==> src/include/dds_consts.vh <==
`ifndef DDS_CONSTS_VH
`define DDS_CONSTS_VH

// ----------------------------------------
// register byte offsets
// ----------------------------------------
`define DDS_OFF_CTRL 8'h00
`define DDS_OFF_STATUS 8'h04
`define DDS_OFF_IRQ_STAT 8'h08
`define DDS_OFF_IRQ_MASK 8'h0c
`define DDS_OFF_TEMP 8'h10
`define DDS_OFF_THERM 8'h14
`define DDS_OFF_SAVED 8'h18

// ----------------------------------------
// control fields and reset values
// ----------------------------------------
`define DDS_CTRL_PARK_RPT 0
`define DDS_CTRL_INT_REV 1
`define DDS_CTRL_TOGGLE 2
`define DDS_CTRL_STORE 3
`define DDS_CTRL_AUX_LO 4
`define DDS_CTRL_AUX_HI 7
`define DDS_CTRL_DLY_LO 8
`define DDS_CTRL_DLY_HI 10
`define DDS_CTRL_RST 11'h10a
`define DDS_THERM_RST 12'h318
`define DDS_AUX_TEMP_FN 4'h3
`define DDS_DLY_MAX 3'h5

// ----------------------------------------
// interrupt bits
// ----------------------------------------
`define DDS_IRQ_JAM 0
`define DDS_IRQ_AUX 1
`define DDS_IRQ_SLOW 2
`define DDS_IRQ_STOP 3
`define DDS_IRQ_SAVE 4
`define DDS_IRQ_W 5

// ----------------------------------------
// temperature in 1/16 degree units
// ----------------------------------------
`define DDS_T_AMBIENT 16'h0190
`define DDS_T_AUX 16'h0550
`define DDS_T_SLOW 16'h05f0
`define DDS_T_STOP 16'h06e0
`define DDS_T_RECOVER 16'h04b0

// ----------------------------------------
// timing
// ----------------------------------------
`define DDS_CLK_NS 20
`define DDS_TICK_NS 1000000
`define DDS_TICK_CYC (`DDS_TICK_NS / `DDS_CLK_NS)
`define DDS_SEC_MS 1000
`define DDS_SAVE_MIN 30
`define DDS_SAVE_S (`DDS_SAVE_MIN * 60)
`define DDS_RETRY_S 3'h1
`define DDS_RETRY_MAX 2'h3
`define DDS_WARN_JAM 4'h3

// ----------------------------------------
// bus answers
// ----------------------------------------
`define DDS_RESP_OK 2'h0
`define DDS_RESP_ERR 2'h2

`endif

==> src/verilog/dds_supervisor.v <==
// Decided for this implementation: the AXI4-Lite interface to the registers and the address map.
`timescale 1ns/1ps
`default_nettype none
`include "dds_consts.vh"

// How it works
// - report 00: parked open alone gives no reversing status
// - report 00: source plus close command reports at once
// - report 01: parked open reports every reversing source
// - full reopen waits reclose delay before closing
// - partial reopen closes with no delay
// - delay 00 off, 01..05 seconds, default one
// - opening jam: relock, warn, retry, three retries
// - closing jam: unlock, warn, retry, three retries
// - toggle 00: closed status inactive during unlock retries
// - toggle 01: inactive opening clutch, active reclosing
// - storage off: temperature starts at 25 C
// - storage on: save every 30 min, restore
// - temperature estimated from current, resistance, capacity
// - above 85 C aux output when function 3
// - above 95 C reduce speed both directions
// - above 110 C stop until back at 75 C
// - clutch jam reports warning code three
module dds_supervisor #(
    parameter TICK_CYC = `DDS_TICK_CYC,
    parameter SEC_MS = `DDS_SEC_MS,
    parameter SAVE_S = `DDS_SAVE_S
) (
    input wire i_clk,
    input wire i_rst_b,
    input wire i_detector_contact_in,
    input wire i_reversing_command_in,
    input wire i_door_close_command,
    input wire i_parked_open,
    input wire i_door_closed,
    input wire i_reopen_done,
    input wire i_reopen_full,
    input wire i_unlock_req,
    input wire i_lock_req,
    input wire i_clutch_done,
    input wire i_clutch_jam,
    input wire [11:0] i_motor_current,
    input wire [15:0] i_nv_temp,
    input wire [7:0] i_s_axi_awaddr,
    input wire i_s_axi_awvalid,
    output reg o_s_axi_awready,
    input wire [31:0] i_s_axi_wdata,
    input wire [3:0] i_s_axi_wstrb,
    input wire i_s_axi_wvalid,
    output reg o_s_axi_wready,
    output reg [1:0] o_s_axi_bresp,
    output reg o_s_axi_bvalid,
    input wire i_s_axi_bready,
    input wire [7:0] i_s_axi_araddr,
    input wire i_s_axi_arvalid,
    output reg o_s_axi_arready,
    output reg [31:0] o_s_axi_rdata,
    output reg [1:0] o_s_axi_rresp,
    output reg o_s_axi_rvalid,
    input wire i_s_axi_rready,
    output reg o_reversing_status_out,
    output reg o_door_closed_status_out,
    output reg o_close_enable,
    output reg o_clutch_drive,
    output reg o_clutch_lock,
    output reg o_clutch_jam_warning,
    output reg [3:0] o_warning_code,
    output reg o_auxiliary_output,
    output reg o_speed_reduce,
    output reg o_door_stop,
    output reg o_nv_write,
    output reg [15:0] o_nv_wdata,
    output reg o_irq
);

    localparam ST_IDLE = 3'h0;
    localparam ST_MOVE = 3'h1;
    localparam ST_BACK = 3'h2;
    localparam ST_WAIT = 3'h3;
    localparam ST_STOP = 3'h4;

    // word decode shared by read and write paths
    function [2:0] reg_idx;
        input [7:0] addr;
        begin
            reg_idx = addr[4:2];
        end
    endfunction

    function mapped;
        input [7:0] addr;
        begin
            mapped = (addr[7:5] == 3'h0) && (addr[4:2] != 3'h7) && (addr[1:0] == 2'h0);
        end
    endfunction

    // ----------------------------------------
    // reset release and pin synchronisers
    // ----------------------------------------
    reg [1:0] rst_sync_reg;
    wire rst_b = rst_sync_reg[1];
    always @(posedge i_clk or negedge i_rst_b) begin
        if (!i_rst_b) rst_sync_reg <= 2'h0;
        else rst_sync_reg <= {rst_sync_reg[0], 1'b1};
    end

    reg [2:0] pin_meta_reg;
    reg [2:0] pin_reg;
    always @(posedge i_clk or negedge rst_b) begin
        if (!rst_b) begin
            pin_meta_reg <= 3'h0;
            pin_reg <= 3'h0;
        end else begin
            pin_meta_reg <= {i_door_close_command, i_reversing_command_in, i_detector_contact_in};
            pin_reg <= pin_meta_reg;
        end
    end
    wire rev_src = pin_reg[0] | pin_reg[1];
    wire dcc = pin_reg[2];

    // ----------------------------------------
    // registers
    // ----------------------------------------
    reg [10:0] ctrl_reg;
    reg [11:0] therm_reg;
    reg [`DDS_IRQ_W-1:0] irq_stat_reg;
    reg [`DDS_IRQ_W-1:0] irq_mask_reg;
    reg [15:0] temp_reg;
    reg [15:0] saved_reg;
    reg [2:0] cl_state_reg;
    reg [1:0] retry_reg;
    reg cl_target_reg;
    wire park_rpt = ctrl_reg[`DDS_CTRL_PARK_RPT];
    wire int_rev = ctrl_reg[`DDS_CTRL_INT_REV];
    wire toggle = ctrl_reg[`DDS_CTRL_TOGGLE];
    wire store_en = ctrl_reg[`DDS_CTRL_STORE];
    wire [3:0] aux_fn = ctrl_reg[`DDS_CTRL_AUX_HI:`DDS_CTRL_AUX_LO];
    wire [2:0] dly_s = ctrl_reg[`DDS_CTRL_DLY_HI:`DDS_CTRL_DLY_LO];

    // ----------------------------------------
    // axi4-lite slave
    // ----------------------------------------
    reg aw_held_reg;
    reg w_held_reg;
    reg [7:0] awaddr_reg;
    reg [31:0] wdata_reg;
    reg [3:0] wstrb_reg;
    wire aw_take = i_s_axi_awvalid & o_s_axi_awready;
    wire w_take = i_s_axi_wvalid & o_s_axi_wready;
    wire wr_go = aw_held_reg & w_held_reg & ~o_s_axi_bvalid;
    wire wr_hit = wr_go & mapped(awaddr_reg);
    wire [2:0] wr_idx = reg_idx(awaddr_reg);
    wire ar_take = i_s_axi_arvalid & o_s_axi_arready;
    reg [`DDS_IRQ_W-1:0] irq_set;
    reg [31:0] rd_word;

    always @* begin
        case (reg_idx(i_s_axi_araddr))
            3'h0: rd_word = {21'h0, ctrl_reg};
            3'h1: rd_word = {22'h0, retry_reg, cl_state_reg, o_door_stop, o_speed_reduce,
                             o_auxiliary_output, o_door_closed_status_out,
                             o_reversing_status_out};
            3'h2: rd_word = {27'h0, irq_stat_reg};
            3'h3: rd_word = {27'h0, irq_mask_reg};
            3'h4: rd_word = {16'h0, temp_reg};
            3'h5: rd_word = {20'h0, therm_reg};
            3'h6: rd_word = {16'h0, saved_reg};
            default: rd_word = 32'h0;
        endcase
    end

    always @(posedge i_clk or negedge rst_b) begin
        if (!rst_b) begin
            o_s_axi_awready <= 1'b1;
            o_s_axi_wready <= 1'b1;
            o_s_axi_arready <= 1'b1;
            o_s_axi_bvalid <= 1'b0;
            o_s_axi_bresp <= `DDS_RESP_OK;
            o_s_axi_rvalid <= 1'b0;
            o_s_axi_rresp <= `DDS_RESP_OK;
            o_s_axi_rdata <= 32'h0;
            aw_held_reg <= 1'b0;
            w_held_reg <= 1'b0;
            awaddr_reg <= 8'h0;
            wdata_reg <= 32'h0;
            wstrb_reg <= 4'h0;
            ctrl_reg <= `DDS_CTRL_RST;
            therm_reg <= `DDS_THERM_RST;
            irq_mask_reg <= {`DDS_IRQ_W{1'b0}};
            irq_stat_reg <= {`DDS_IRQ_W{1'b0}};
            o_irq <= 1'b0;
        end else begin
            if (aw_take) begin
                aw_held_reg <= 1'b1;
                awaddr_reg <= i_s_axi_awaddr;
                o_s_axi_awready <= 1'b0;
            end
            if (w_take) begin
                w_held_reg <= 1'b1;
                wdata_reg <= i_s_axi_wdata;
                wstrb_reg <= i_s_axi_wstrb;
                o_s_axi_wready <= 1'b0;
            end
            if (wr_go) begin
                aw_held_reg <= 1'b0;
                w_held_reg <= 1'b0;
                o_s_axi_bvalid <= 1'b1;
                o_s_axi_bresp <= mapped(awaddr_reg) ? `DDS_RESP_OK : `DDS_RESP_ERR;
            end
            if (o_s_axi_bvalid & i_s_axi_bready) begin
                o_s_axi_bvalid <= 1'b0;
                o_s_axi_awready <= 1'b1;
                o_s_axi_wready <= 1'b1;
            end
            if (wr_hit & (wr_idx == 3'h0)) begin
                if (wstrb_reg[0]) ctrl_reg[7:0] <= wdata_reg[7:0];
                if (wstrb_reg[1]) begin
                    // out of range delays clamp to the longest setting
                    ctrl_reg[10:8] <= (wdata_reg[10:8] > `DDS_DLY_MAX) ? `DDS_DLY_MAX
                                                                        : wdata_reg[10:8];
                end
            end
            if (wr_hit & (wr_idx == 3'h3) & wstrb_reg[0]) irq_mask_reg <= wdata_reg[4:0];
            if (wr_hit & (wr_idx == 3'h5)) begin
                if (wstrb_reg[0]) therm_reg[7:0] <= wdata_reg[7:0];
                if (wstrb_reg[1]) therm_reg[11:8] <= wdata_reg[11:8];
            end
            // a new event wins over a write-one clear in the same cycle
            if (wr_hit & (wr_idx == 3'h2) & wstrb_reg[0])
                irq_stat_reg <= (irq_stat_reg & ~wdata_reg[4:0]) | irq_set;
            else
                irq_stat_reg <= irq_stat_reg | irq_set;
            o_irq <= |((irq_stat_reg | irq_set) & irq_mask_reg);
            if (ar_take) begin
                o_s_axi_arready <= 1'b0;
                o_s_axi_rvalid <= 1'b1;
                o_s_axi_rdata <= mapped(i_s_axi_araddr) ? rd_word : 32'h0;
                o_s_axi_rresp <= mapped(i_s_axi_araddr) ? `DDS_RESP_OK : `DDS_RESP_ERR;
            end
            if (o_s_axi_rvalid & i_s_axi_rready) begin
                o_s_axi_rvalid <= 1'b0;
                o_s_axi_arready <= 1'b1;
            end
        end
    end

    // ----------------------------------------
    // time base
    // ----------------------------------------
    reg [31:0] tick_cnt_reg;
    reg [15:0] ms_cnt_reg;
    reg [15:0] save_cnt_reg;
    wire ms_tick = (tick_cnt_reg == TICK_CYC - 1);
    wire sec_tick = ms_tick & (ms_cnt_reg == SEC_MS - 1);
    always @(posedge i_clk or negedge rst_b) begin
        if (!rst_b) begin
            tick_cnt_reg <= 32'h0;
            ms_cnt_reg <= 16'h0;
        end else begin
            tick_cnt_reg <= ms_tick ? 32'h0 : tick_cnt_reg + 32'h1;
            if (ms_tick) ms_cnt_reg <= (ms_cnt_reg == SEC_MS - 1) ? 16'h0 : ms_cnt_reg + 16'h1;
        end
    end

    // ----------------------------------------
    // reversing status and reclose delay
    // ----------------------------------------
    reg [31:0] dly_cnt_reg;
    always @(posedge i_clk or negedge rst_b) begin
        if (!rst_b) begin
            o_reversing_status_out <= 1'b0;
            o_close_enable <= 1'b0;
            dly_cnt_reg <= 32'h0;
        end else begin
            o_reversing_status_out <= rev_src & (dcc | (i_parked_open & park_rpt));
            // delay setting in seconds
            // counted in cycles from the reopen, so the shared tick cannot cut it short
            if (i_reopen_done & i_reopen_full & int_rev & dcc)
                dly_cnt_reg <= dly_s * TICK_CYC * SEC_MS;
            else if (dly_cnt_reg != 32'h0)
                dly_cnt_reg <= dly_cnt_reg - 32'h1;
            o_close_enable <= ~o_door_stop & ~(i_reopen_done & i_reopen_full & int_rev & dcc
                              & (dly_s != 3'h0)) & ((dly_cnt_reg == 32'h0) |
                              (i_reopen_done & ~i_reopen_full));
        end
    end

    // ----------------------------------------
    // clutch retry sequencer
    // ----------------------------------------
    reg [31:0] wait_cyc_reg;
    always @(posedge i_clk or negedge rst_b) begin
        if (!rst_b) begin
            cl_state_reg <= ST_IDLE;
            cl_target_reg <= 1'b1;
            retry_reg <= 2'h0;
            wait_cyc_reg <= 32'h0;
            o_clutch_jam_warning <= 1'b0;
            o_warning_code <= 4'h0;
            o_clutch_drive <= 1'b0;
            o_clutch_lock <= 1'b1;
            o_door_closed_status_out <= 1'b0;
        end else begin
            case (cl_state_reg)
                ST_IDLE, ST_STOP: begin
                    if (i_unlock_req | i_lock_req) begin
                        cl_target_reg <= i_lock_req;
                        retry_reg <= 2'h0;
                        o_clutch_jam_warning <= 1'b0;
                        o_warning_code <= 4'h0;
                        cl_state_reg <= ST_MOVE;
                    end
                end
                ST_MOVE: begin
                    if (i_clutch_jam) begin
                        o_clutch_jam_warning <= 1'b1;
                        o_warning_code <= `DDS_WARN_JAM;
                        if (retry_reg == `DDS_RETRY_MAX) cl_state_reg <= ST_STOP;
                        else cl_state_reg <= ST_BACK;
                    end else if (i_clutch_done) begin
                        cl_state_reg <= ST_IDLE;
                    end
                end
                ST_BACK: begin
                    if (i_clutch_done) begin
                        wait_cyc_reg <= 32'h0;
                        cl_state_reg <= ST_WAIT;
                    end
                end
                ST_WAIT: begin
                    // retry one second after the reverse move (relock or unlock) ends, not on the shared tick
                    wait_cyc_reg <= wait_cyc_reg + 32'h1;
                    if (wait_cyc_reg == TICK_CYC * SEC_MS * `DDS_RETRY_S - 1) begin
                        retry_reg <= retry_reg + 2'h1;
                        cl_state_reg <= ST_MOVE;
                    end
                end
                default: cl_state_reg <= ST_IDLE;
            endcase
            o_clutch_drive <= (cl_state_reg == ST_MOVE) | (cl_state_reg == ST_BACK);
            // stopped after the last try the clutch is left where the sequence ends
            o_clutch_lock <= (cl_state_reg == ST_BACK) ? ~cl_target_reg : cl_target_reg;
            if (~cl_target_reg & (retry_reg != 2'h0 | cl_state_reg == ST_BACK
                                  | cl_state_reg == ST_WAIT) & (cl_state_reg != ST_IDLE))
                o_door_closed_status_out <= toggle & ((cl_state_reg == ST_BACK) |
                                                      (cl_state_reg == ST_WAIT));
            else
                o_door_closed_status_out <= i_door_closed;
        end
    end

    // ----------------------------------------
    // thermal estimate and limits
    // ----------------------------------------
    reg init_reg;
    wire [23:0] cur_sq = i_motor_current * i_motor_current;
    wire [19:0] heat = cur_sq[23:12] * therm_reg[7:0];
    wire signed [20:0] diff = $signed({5'h0, heat[19:4]}) - $signed({5'h0, temp_reg})
                              + $signed({5'h0, `DDS_T_AMBIENT});
    wire signed [20:0] step = diff >>> therm_reg[11:8];
    wire signed [20:0] sum = $signed({5'h0, temp_reg}) + step;
    always @(posedge i_clk or negedge rst_b) begin
        if (!rst_b) begin
            init_reg <= 1'b1;
            temp_reg <= `DDS_T_AMBIENT;
            saved_reg <= 16'h0;
            save_cnt_reg <= 16'h0;
            o_nv_write <= 1'b0;
            o_nv_wdata <= 16'h0;
            o_auxiliary_output <= 1'b0;
            o_speed_reduce <= 1'b0;
            o_door_stop <= 1'b0;
            irq_set <= {`DDS_IRQ_W{1'b0}};
        end else begin
            o_nv_write <= 1'b0;
            if (init_reg & ms_tick) begin
                // restore waits one tick so software can set the store option first
                // start at the saved temperature when storage is on, else at 25 C
                temp_reg <= store_en ? i_nv_temp : `DDS_T_AMBIENT;
                init_reg <= 1'b0;
            end else if (ms_tick & ~init_reg) begin
                temp_reg <= sum[20] ? 16'h0 : (|sum[19:16] ? 16'hffff : sum[15:0]);
            end
            if (sec_tick) save_cnt_reg <= (save_cnt_reg == SAVE_S - 1) ? 16'h0
                                          : save_cnt_reg + 16'h1;
            if (sec_tick & (save_cnt_reg == SAVE_S - 1) & store_en & ~init_reg) begin
                o_nv_write <= 1'b1;
                o_nv_wdata <= temp_reg;
                saved_reg <= temp_reg;
            end
            o_auxiliary_output <= (aux_fn == `DDS_AUX_TEMP_FN) & (temp_reg > `DDS_T_AUX);
            o_speed_reduce <= temp_reg > `DDS_T_SLOW;
            if (temp_reg > `DDS_T_STOP) o_door_stop <= 1'b1;
            else if (temp_reg <= `DDS_T_RECOVER) o_door_stop <= 1'b0;
            irq_set <= {sec_tick & (save_cnt_reg == SAVE_S - 1) & store_en & ~init_reg,
                        ~o_door_stop & (temp_reg > `DDS_T_STOP),
                        ~o_speed_reduce & (temp_reg > `DDS_T_SLOW),
                        ~o_auxiliary_output & (aux_fn == `DDS_AUX_TEMP_FN)
                        & (temp_reg > `DDS_T_AUX),
                        (cl_state_reg == ST_MOVE) & i_clutch_jam};
        end
    end

endmodule // dds_supervisor
`default_nettype wire
==> config.mk <==
export PLATFORM = sky130hd
export DESIGN_NAME = dds_supervisor
export DESIGN_NICKNAME = d
export VERILOG_FILES = /design/src/verilog/dds_supervisor.v
export VERILOG_INCLUDE_DIRS = /design/src /design/src/include
export SDC_FILE = /design/constraint.sdc
export NUM_CORES = 1
export LEC_CHECK = 0
export BUFFER_PORTS_ARGS = -buffer_cell sky130_fd_sc_hd__buf_2
export CORE_MARGIN = 2
export CORE_UTILIZATION = 26
export CTS_CLUSTER_SIZE = 16
export DETAILED_ROUTE_END_ITERATION = 12
export PLACE_DENSITY_LB_ADDON = 0.05
export SYNTH_ARGS = -nofsm -noshare
export SYNTH_HDL_FRONTEND = slang
export SYNTH_SLANG_ARGS = --single-unit
==> constraint.sdc <==
create_clock -name i_clk -period 10.8 [get_ports i_clk]
set_input_delay 1.08 -clock i_clk [delete_from_list [all_inputs] [get_ports i_clk]]
set_output_delay 1.08 -clock i_clk [all_outputs]
set_load 0.05 [all_outputs]
==> results of run 1 <==
==> cells in the final DEF, fill, tap and decap left out, drive strengths merged, types with 9 or more instances in the layout <==
| master | count |
|---|---|
| nand4 | 27 |
| and4 | 10 |
| nand2b | 18 |
| xor2 | 64 |
| nor2 | 153 |
| dfstp | 16 |
| a31oi | 14 |
| ha | 197 |
| and3 | 27 |
| fa | 169 |
| nor3 | 40 |
| and2 | 131 |
| o21a | 12 |
| nand2 | 248 |
| a21oi | 118 |
| mux2 | 76 |
| nor2b | 40 |
| o21bai | 9 |
| o22ai | 32 |
| conb | 21 |
| or2 | 11 |
| o21ai | 140 |
| inv | 292 |
| xnor2 | 115 |
| mux2i | 36 |
| or3 | 17 |
| buf | 425 |
| a22o | 12 |
| nor4 | 25 |
| nand3 | 84 |
| a211oi | 19 |
| dfrtp | 254 |
| o211ai | 14 |
| clkbuf | 60 |
| a21o | 32 |
==> cell usage after synthesis, drive strengths merged (32+ instances only) <==
| library cell | instances |
|---|---|
| a21oi | 118 |
| and2 | 131 |
| mux2i | 36 |
| nand2 | 248 |
| nand3 | 84 |
| fa | 169 |
| ha | 197 |
| mux2 | 76 |
| nor2b | 40 |
| a21o | 32 |
| o21ai | 140 |
| buf | 34 |
| xor2 | 64 |
| inv | 290 |
| clkbuf | 69 |
| nor2 | 153 |
| o22ai | 32 |
| nor3 | 40 |
| dfrtp | 254 |
| xnor2 | 115 |
==> timing repair <==
action | 4_1_cts | 5_1_grt
setup endpoints to repair | 16 | 16
resized for setup | 99 | 66
cloned | 1 | 1
setup buffers | 23 | 11
pin swaps | 72 | 65
==> metrics by stage <==
step                      util, %  power, mW
final                        33.0       7.48
after global routing         33.0       8.10
after CTS                    32.6       7.38
after detailed placement     30.6       5.53
after global placement       30.6       5.55
after floorplan                 -       3.71
==> critical path, delay by kind of cell <==
kind / cells / cell delay [ns]
adders and majority gates: 13 / 5.58
AOI/OAI and AO/OA: 25 / 4.43
and+or+nand+nor: 11 / 2.33
buffers and inverters: 10 / 0.63
muxes: 1 / 0.28
xor gates and xnor gates: 2 / 0.25
==> cell type report <==
type	count	area (um2)	share of cell area [%]
Multi-Input combinational cell	2030	17200	55.6
Inverter	290	1090	3.52
Sequential cell	270	6780	21.9
Tap cell	1254	1570	5.08
Clock inverter	10	104	0.336
Clock buffer	60	1140	3.71
Timing Repair Buffer	425	3040	9.84
==> logic make-up after synthesis <==
kind of cell               count (synthesis)  share of synthesized area (%)
AOI/OAI and AO/OA                        483                           12.7
xor gates and xnor gates                 179                           6.47
DFF                                      270                           27.5
other                                      2                         0.0305
and+or+nand+nor                          862                           17.7
adders and majority gates                366                           23.7
muxes                                    118                           5.49
buffers and inverters                    393                           6.39
==> power groups by stage <==
stage / clock network (mW) / registers, mW / logic, mW
floorplan: 0 / 1.29 / 2.42
global placement: 0 / 1.29 / 4.26
detailed placement: 0 / 1.29 / 4.24
CTS: 1.30 / 1.28 / 4.80
global route: 1.34 / 1.30 / 5.46
finish: 1.25 / 1.27 / 4.96
==> path summary, 6_finish.rpt <==
check | from | to | cells past startpoint
worst min register to register | rst_sync_reg[0]$_DFF_PN0_ | rst_sync_reg[1]$_DFF_PN0_ | 0
worst min-delay path | i_rst_b | rst_sync_reg[1]$_DFF_PN0_ | 1
min in group i_clk | rst_sync_reg[0]$_DFF_PN0_ | rst_sync_reg[1]$_DFF_PN0_ | 0
worst max register to register | therm_reg[4]$_DFFE_PN1P_ | temp_reg[15]$_DFFE_PN0P_ | 44
worst max-delay path | i_motor_current[11] | temp_reg[15]$_DFFE_PN0P_ | 62
max in group asynchronous | rst_sync_reg[1]$_DFF_PN0_ | tick_cnt_reg[26]$_DFF_PN0_ | 2
==> per-layer routing <==
layer / GRT usage, % / up-vias / part of all wire (%)
met5: 0 / - / 0.036
li1: - / 9834 / -
met1: 21.2 / 10096 / 47
met4: 3.47 / 4 / 1.8
met3: 2.19 / 77 / 3.3
met2: 25.4 / 280 / 48
==> results.sh, run 1 <==
export IMPL_numPortBuffers=127
export IMPL_min_period_over_period_pct=131
export IMPL_grt_overflow=0
export IMPL_clockRootBuffer="clkbuf_16"
export IMPL_p_seq_share_pct=17.0
export IMPL_ios=170
export IMPL_setup_slack_ns=-3.33
export IMPL_cts_buffers=38
export IMPL_p_clk_share_pct=16.7
export IMPL_grt_pass1_vias=21146
export IMPL_synth_seq_area_share_pct=27.5
export IMPL_first_pass_iters=5
export IMPL_rsz0062_at_grt="yes"
export IMPL_holdWs_ns=0.298
export IMPL_internal_power_mw=4.32
export IMPL_yosys_area_top_type="dfrtp_1"
export IMPL_syn_avg_cell_area_um2=9.21
export IMPL_dpl_hpwl_um=58600
export IMPL_critPathMaxFanout=8
export IMPL_vdd_drop_max_uv=255
export IMPL_die_area_um2=97200
export IMPL_crit_path_start_kind="input port"
export IMPL_avgRoutedWirePerCell_um=17.3
export IMPL_final_cells=4339
export IMPL_rows=112
export IMPL_ant_nets=0
export IMPL_synth_cell_types=95
export IMPL_cts_htree_levels=2
export IMPL_areaGrowthSynthToFinish_pct=25.4
export IMPL_clock_path_buffers=3
export IMPL_cpMostUsedCell="fa_1"
export IMPL_p_leak_nw=15.0
export IMPL_placed_cell_area_um2=28700
export IMPL_synth_ff_type="dfrtp_1"
export IMPL_slew_headroom_pct=21.0
export IMPL_switching_power_mw=3.17
export IMPL_syn_inst=2673
export IMPL_drt_first_iter_violations=886
export IMPL_maxCapViolCount=0
export IMPL_drive_gt1_share_pct=24.9
export IMPL_crit_slowest_cell="fa_1"
export IMPL_clock_latency_ns=0.56
export IMPL_grt_antenna_before_repair=2
export IMPL_crit_type="in2reg"
export IMPL_grt_usage_pct=15.4
export IMPL_final_setup_skew_ns=0.0168
export IMPL_ys_top_cells_by_area="dfrtp_1 26%, fa_1 14%, ha_1 10%"
export IMPL_endpoint_kind="register"
export IMPL_violations="setup timing"
export IMPL_status="complete, but fails checks"
export IMPL_holdBufCountCts=0
export IMPL_syn_cell_area_um2=24600
export IMPL_hp_class="in2async"
export IMPL_max_freq_ghz=0.0708
export IMPL_synth_warnings=0
export IMPL_clkTransAtPathRegs_ns=0.05
export IMPL_viasPerCell=4.68
export IMPL_timing_hold_violations_final=0
export IMPL_vias=20291
export IMPL_die_h_um=312
export IMPL_grt_start_max_net_pins=142
export IMPL_worst_slew_pin_slew_ns=1.17
export IMPL_placedCellCount=4234
export IMPL_reg2reg_slack_ns=0.92
export IMPL_ys_ff_latch=270
export IMPL_place_ws_ns=-4.43
export IMPL_gp_congestion=0.811
export IMPL_async_reset_ff_share_pct=100
export IMPL_synth_edf_count=0
export IMPL_yosysTopAreaCellShare_pct=25.8
export IMPL_worstPathRequired_ns=11.24
export IMPL_antennaDiodeCount=0
export IMPL_final_max_slew_viol_count=0
export IMPL_cts_tree="done"
export IMPL_grt_pass1_wl_um=120000
export IMPL_final_setup_tns_ns=-52.62
export IMPL_die_w_um=312
export IMPL_drc=0
export IMPL_finalSetupViolations=16
export IMPL_pwr_share_comb_pct=66.2
export IMPL_slowest_delay_ns=0.52
export IMPL_fin_nets=3519
export IMPL_min_period_ns=14.13
export IMPL_worstPathArrival_ns=14.57
export IMPL_p_per_area_nw_per_um2=242
export IMPL_start_util_pct=26.3
export IMPL_wl_um=75000
export IMPL_swShare_pct=42.3
export IMPL_fill_cells=9928
export IMPL_core_um2=93600
export IMPL_stdcell_area_um2=30900
export IMPL_clock_sinks=270
(Power assumes the default switching activity.)
==> inputs of run 2 (changes only) <==
--- a/config.mk
+++ b/config.mk
@@ -6,7 +6,7 @@
 export SDC_FILE = /design/constraint.sdc
 export NUM_CORES = 1
 export LEC_CHECK = 0
-export BUFFER_PORTS_ARGS = -buffer_cell sky130_fd_sc_hd__buf_2
+export BUFFER_PORTS_ARGS = -buffer_cell sky130_fd_sc_hd__clkbuf_2
 export CORE_MARGIN = 2
 export CORE_UTILIZATION = 26
 export CTS_CLUSTER_SIZE = 16
==> results.sh, run 2 (synthesis results as in run 1) <==
export IMPL_numPortBuffers=127
export IMPL_avgRoutedWirePerCell_um=17.4
export IMPL_rows=112
export IMPL_drt_first_iter_violations=855
export IMPL_finalSetupViolations=16
export IMPL_grt_pass1_vias=21449
export IMPL_die_area_um2=97200
export IMPL_die_w_um=312
export IMPL_switching_power_mw=3.13
export IMPL_clkTransAtPathRegs_ns=0.05
export IMPL_final_cell_mix="293 x buf_4, 280 x inv_1, 253 x dfrtp_1, 240 x nand2_1, 182 x ha_1"
export IMPL_cpMostUsedCell="fa_1"
export IMPL_final_max_slew_viol_count=0
export IMPL_clock_sinks=270
export IMPL_crit_path_start_kind="input port"
export IMPL_timing_hold_violations_final=0
export IMPL_swShare_pct=42.6
export IMPL_grt_overflow=0
export IMPL_rsz0062_at_grt="yes"
export IMPL_antennaDiodeCount=0
export IMPL_max_freq_ghz=0.0700
export IMPL_worstPathRequired_ns=11.20
export IMPL_mostFrequentLayoutCell="buf_4"
export IMPL_slowest_delay_ns=0.58
export IMPL_cts_htree_levels=2
export IMPL_vias=20194
export IMPL_ant_nets=0
export IMPL_worst_slew_pin_slew_ns=1.17
export IMPL_crit_slowest_cell="fa_1"
export IMPL_grt_pass1_wl_um=121000
export IMPL_min_period_over_period_pct=132
export IMPL_clock_path_buffers=3
export IMPL_placedCellCount=4233
export IMPL_worstPathArrival_ns=14.69
export IMPL_clockRootBuffer="clkbuf_16"
export IMPL_drive_gt1_share_pct=24.9
export IMPL_finish_utilization_pct=33.1
export IMPL_first_pass_iters=5
export IMPL_vdd_drop_max_uv=267
export IMPL_core_um2=93600
export IMPL_grt_busiest_layer="met2"
export IMPL_fill_cells=9854
export IMPL_holdBufCountCts=0
export IMPL_p_leak_nw=15.0
export IMPL_grt_antenna_before_repair=2
export IMPL_maxCapViolCount=0
export IMPL_grt_use_met3_pct=2.11
export IMPL_violations="setup timing"
export IMPL_clock_latency_ns=0.57
export IMPL_ios=170
export IMPL_min_period_ns=14.29
export IMPL_use_met2_pct=25.9
export IMPL_p_seq_share_pct=17.4
export IMPL_grt_start_max_net_pins=142
export IMPL_final_cells=4339
export IMPL_status="complete, but fails checks"
export IMPL_cts_tree="done"
export IMPL_p_clk_share_pct=16.7
export IMPL_die_h_um=312
export IMPL_wl_um=75600
export IMPL_grt_usage_pct=15.6
export IMPL_crit_start="i_motor_current[8]"
export IMPL_r2r_start="therm_reg[4]$_DFFE_PN1P_"
export IMPL_dpl_hpwl_um=59000
export IMPL_critPathMaxFanout=8
export IMPL_fin_nets=3524
export IMPL_pwr_share_comb_pct=65.9
export IMPL_gp_congestion=0.812
export IMPL_final_setup_skew_ns=0.0313
export IMPL_setup_slack_ns=-3.49
export IMPL_p_per_area_nw_per_um2=237
export IMPL_viasPerCell=4.65
export IMPL_endpoint_kind="register"
export IMPL_slew_headroom_pct=21.0
export IMPL_grt_use_met1_pct=21.4
export IMPL_crit_type="in2reg"
export IMPL_drc=0
export IMPL_cts_buffers=37
export IMPL_hp_class="in2async"
export IMPL_start_util_pct=26.3
export IMPL_areaGrowthSynthToFinish_pct=25.7
export IMPL_internal_power_mw=4.21
[run 2: cell count changes in the layout (fill, tap and decap cells not counted), sizes merged]
cell and change:
buf -114, inv -2, bufinv +2, o221a -1
clkbuf +115
[run 2: area by class of cell]
cell class	instances	area (um2)	area share, %
Clock buffer	54	1030	3.33
Clock inverter	10	164	0.530
Inverter	290	1090	3.52
Multi-Input combinational cell	2029	17200	55.6
Sequential cell	270	6780	21.9
Tap cell	1254	1570	5.07
Timing Repair Buffer	432	3100	10.0
[run 2: power by group through the flow]
| stage | sequential (mW) | combinational [mW] | clock (mW) |
|---|---|---|---|
| final | 1.28 | 4.84 | 1.23 |
| after global routing | 1.30 | 5.32 | 1.32 |
| after CTS | 1.28 | 4.64 | 1.28 |
| after detailed placement | 1.30 | 4.24 | 0 |
| after global placement | 1.29 | 4.26 | 0 |
| after floorplan | 1.29 | 2.42 | 0 |
[run 2: routing by layer]
layer / up-vias / routed length (um)
li1: 9848 / -
met1: 10015 / 35900
met2: 250 / 35700
met3: 77 / 2410
met4: 4 / 1530
met5: - / 28
[run 2: what timing repair did]
| item | in CTS | in global routing |
|---|---|---|
| resized for setup | 62 | 106 |
| gates cloned | 1 | 0 |
| setup buffers | 20 | 22 |
| pin swaps | 46 | 87 |
| endpoints found under the setup margin | 16 | 16 |
[run 2: final timing paths]
kind                                               endpoint  slack (ns)  depth (start not counted)
worst min register to register         pin_reg[0]$_DFF_PN0_        0.35                          0
worst min-delay path              rst_sync_reg[1]$_DFF_PN0_        0.29                          1
max in group asynchronous       wait_cyc_reg[2]$_DFFE_PN0P_        8.04                          2
worst max register to register      temp_reg[1]$_DFFE_PN0P_        0.81                         44
worst max-delay path                temp_reg[1]$_DFFE_PN0P_       -3.49                         63
min in group i_clk                     pin_reg[0]$_DFF_PN0_        0.35                          0
[run 2: through the flow]
| stage | setup TNS [ns] | cell area (um2) | hold slack, ns | total power [mW] | worst slack (ns) |
|---|---|---|---|---|---|
| after CTS | -54.59 | 30300 | 0.239 | 7.20 | -3.45 |
| after detailed placement | -70.02 | 28700 | 0.337 | 5.54 | -4.41 |
| after global routing | -66.16 | 31000 | 0.258 | 7.94 | -4.19 |
| after global placement | -69.64 | 28700 | 0.334 | 5.56 | -4.39 |
| after floorplan | -54.28 | 25100 | 0.331 | 3.71 | -3.46 |
| final | -54.99 | 31000 | 0.287 | 7.34 | -3.49 |
[run 2: worst max-delay path: cells and delay by family]
family,cells,cell delay (ns)
mux,1,0.30
fa+ha+maj,13,5.70
simple gates,11,1.91
compound gates,25,4.33
xor+xnor,1,0.08
buf+inv,12,1.29
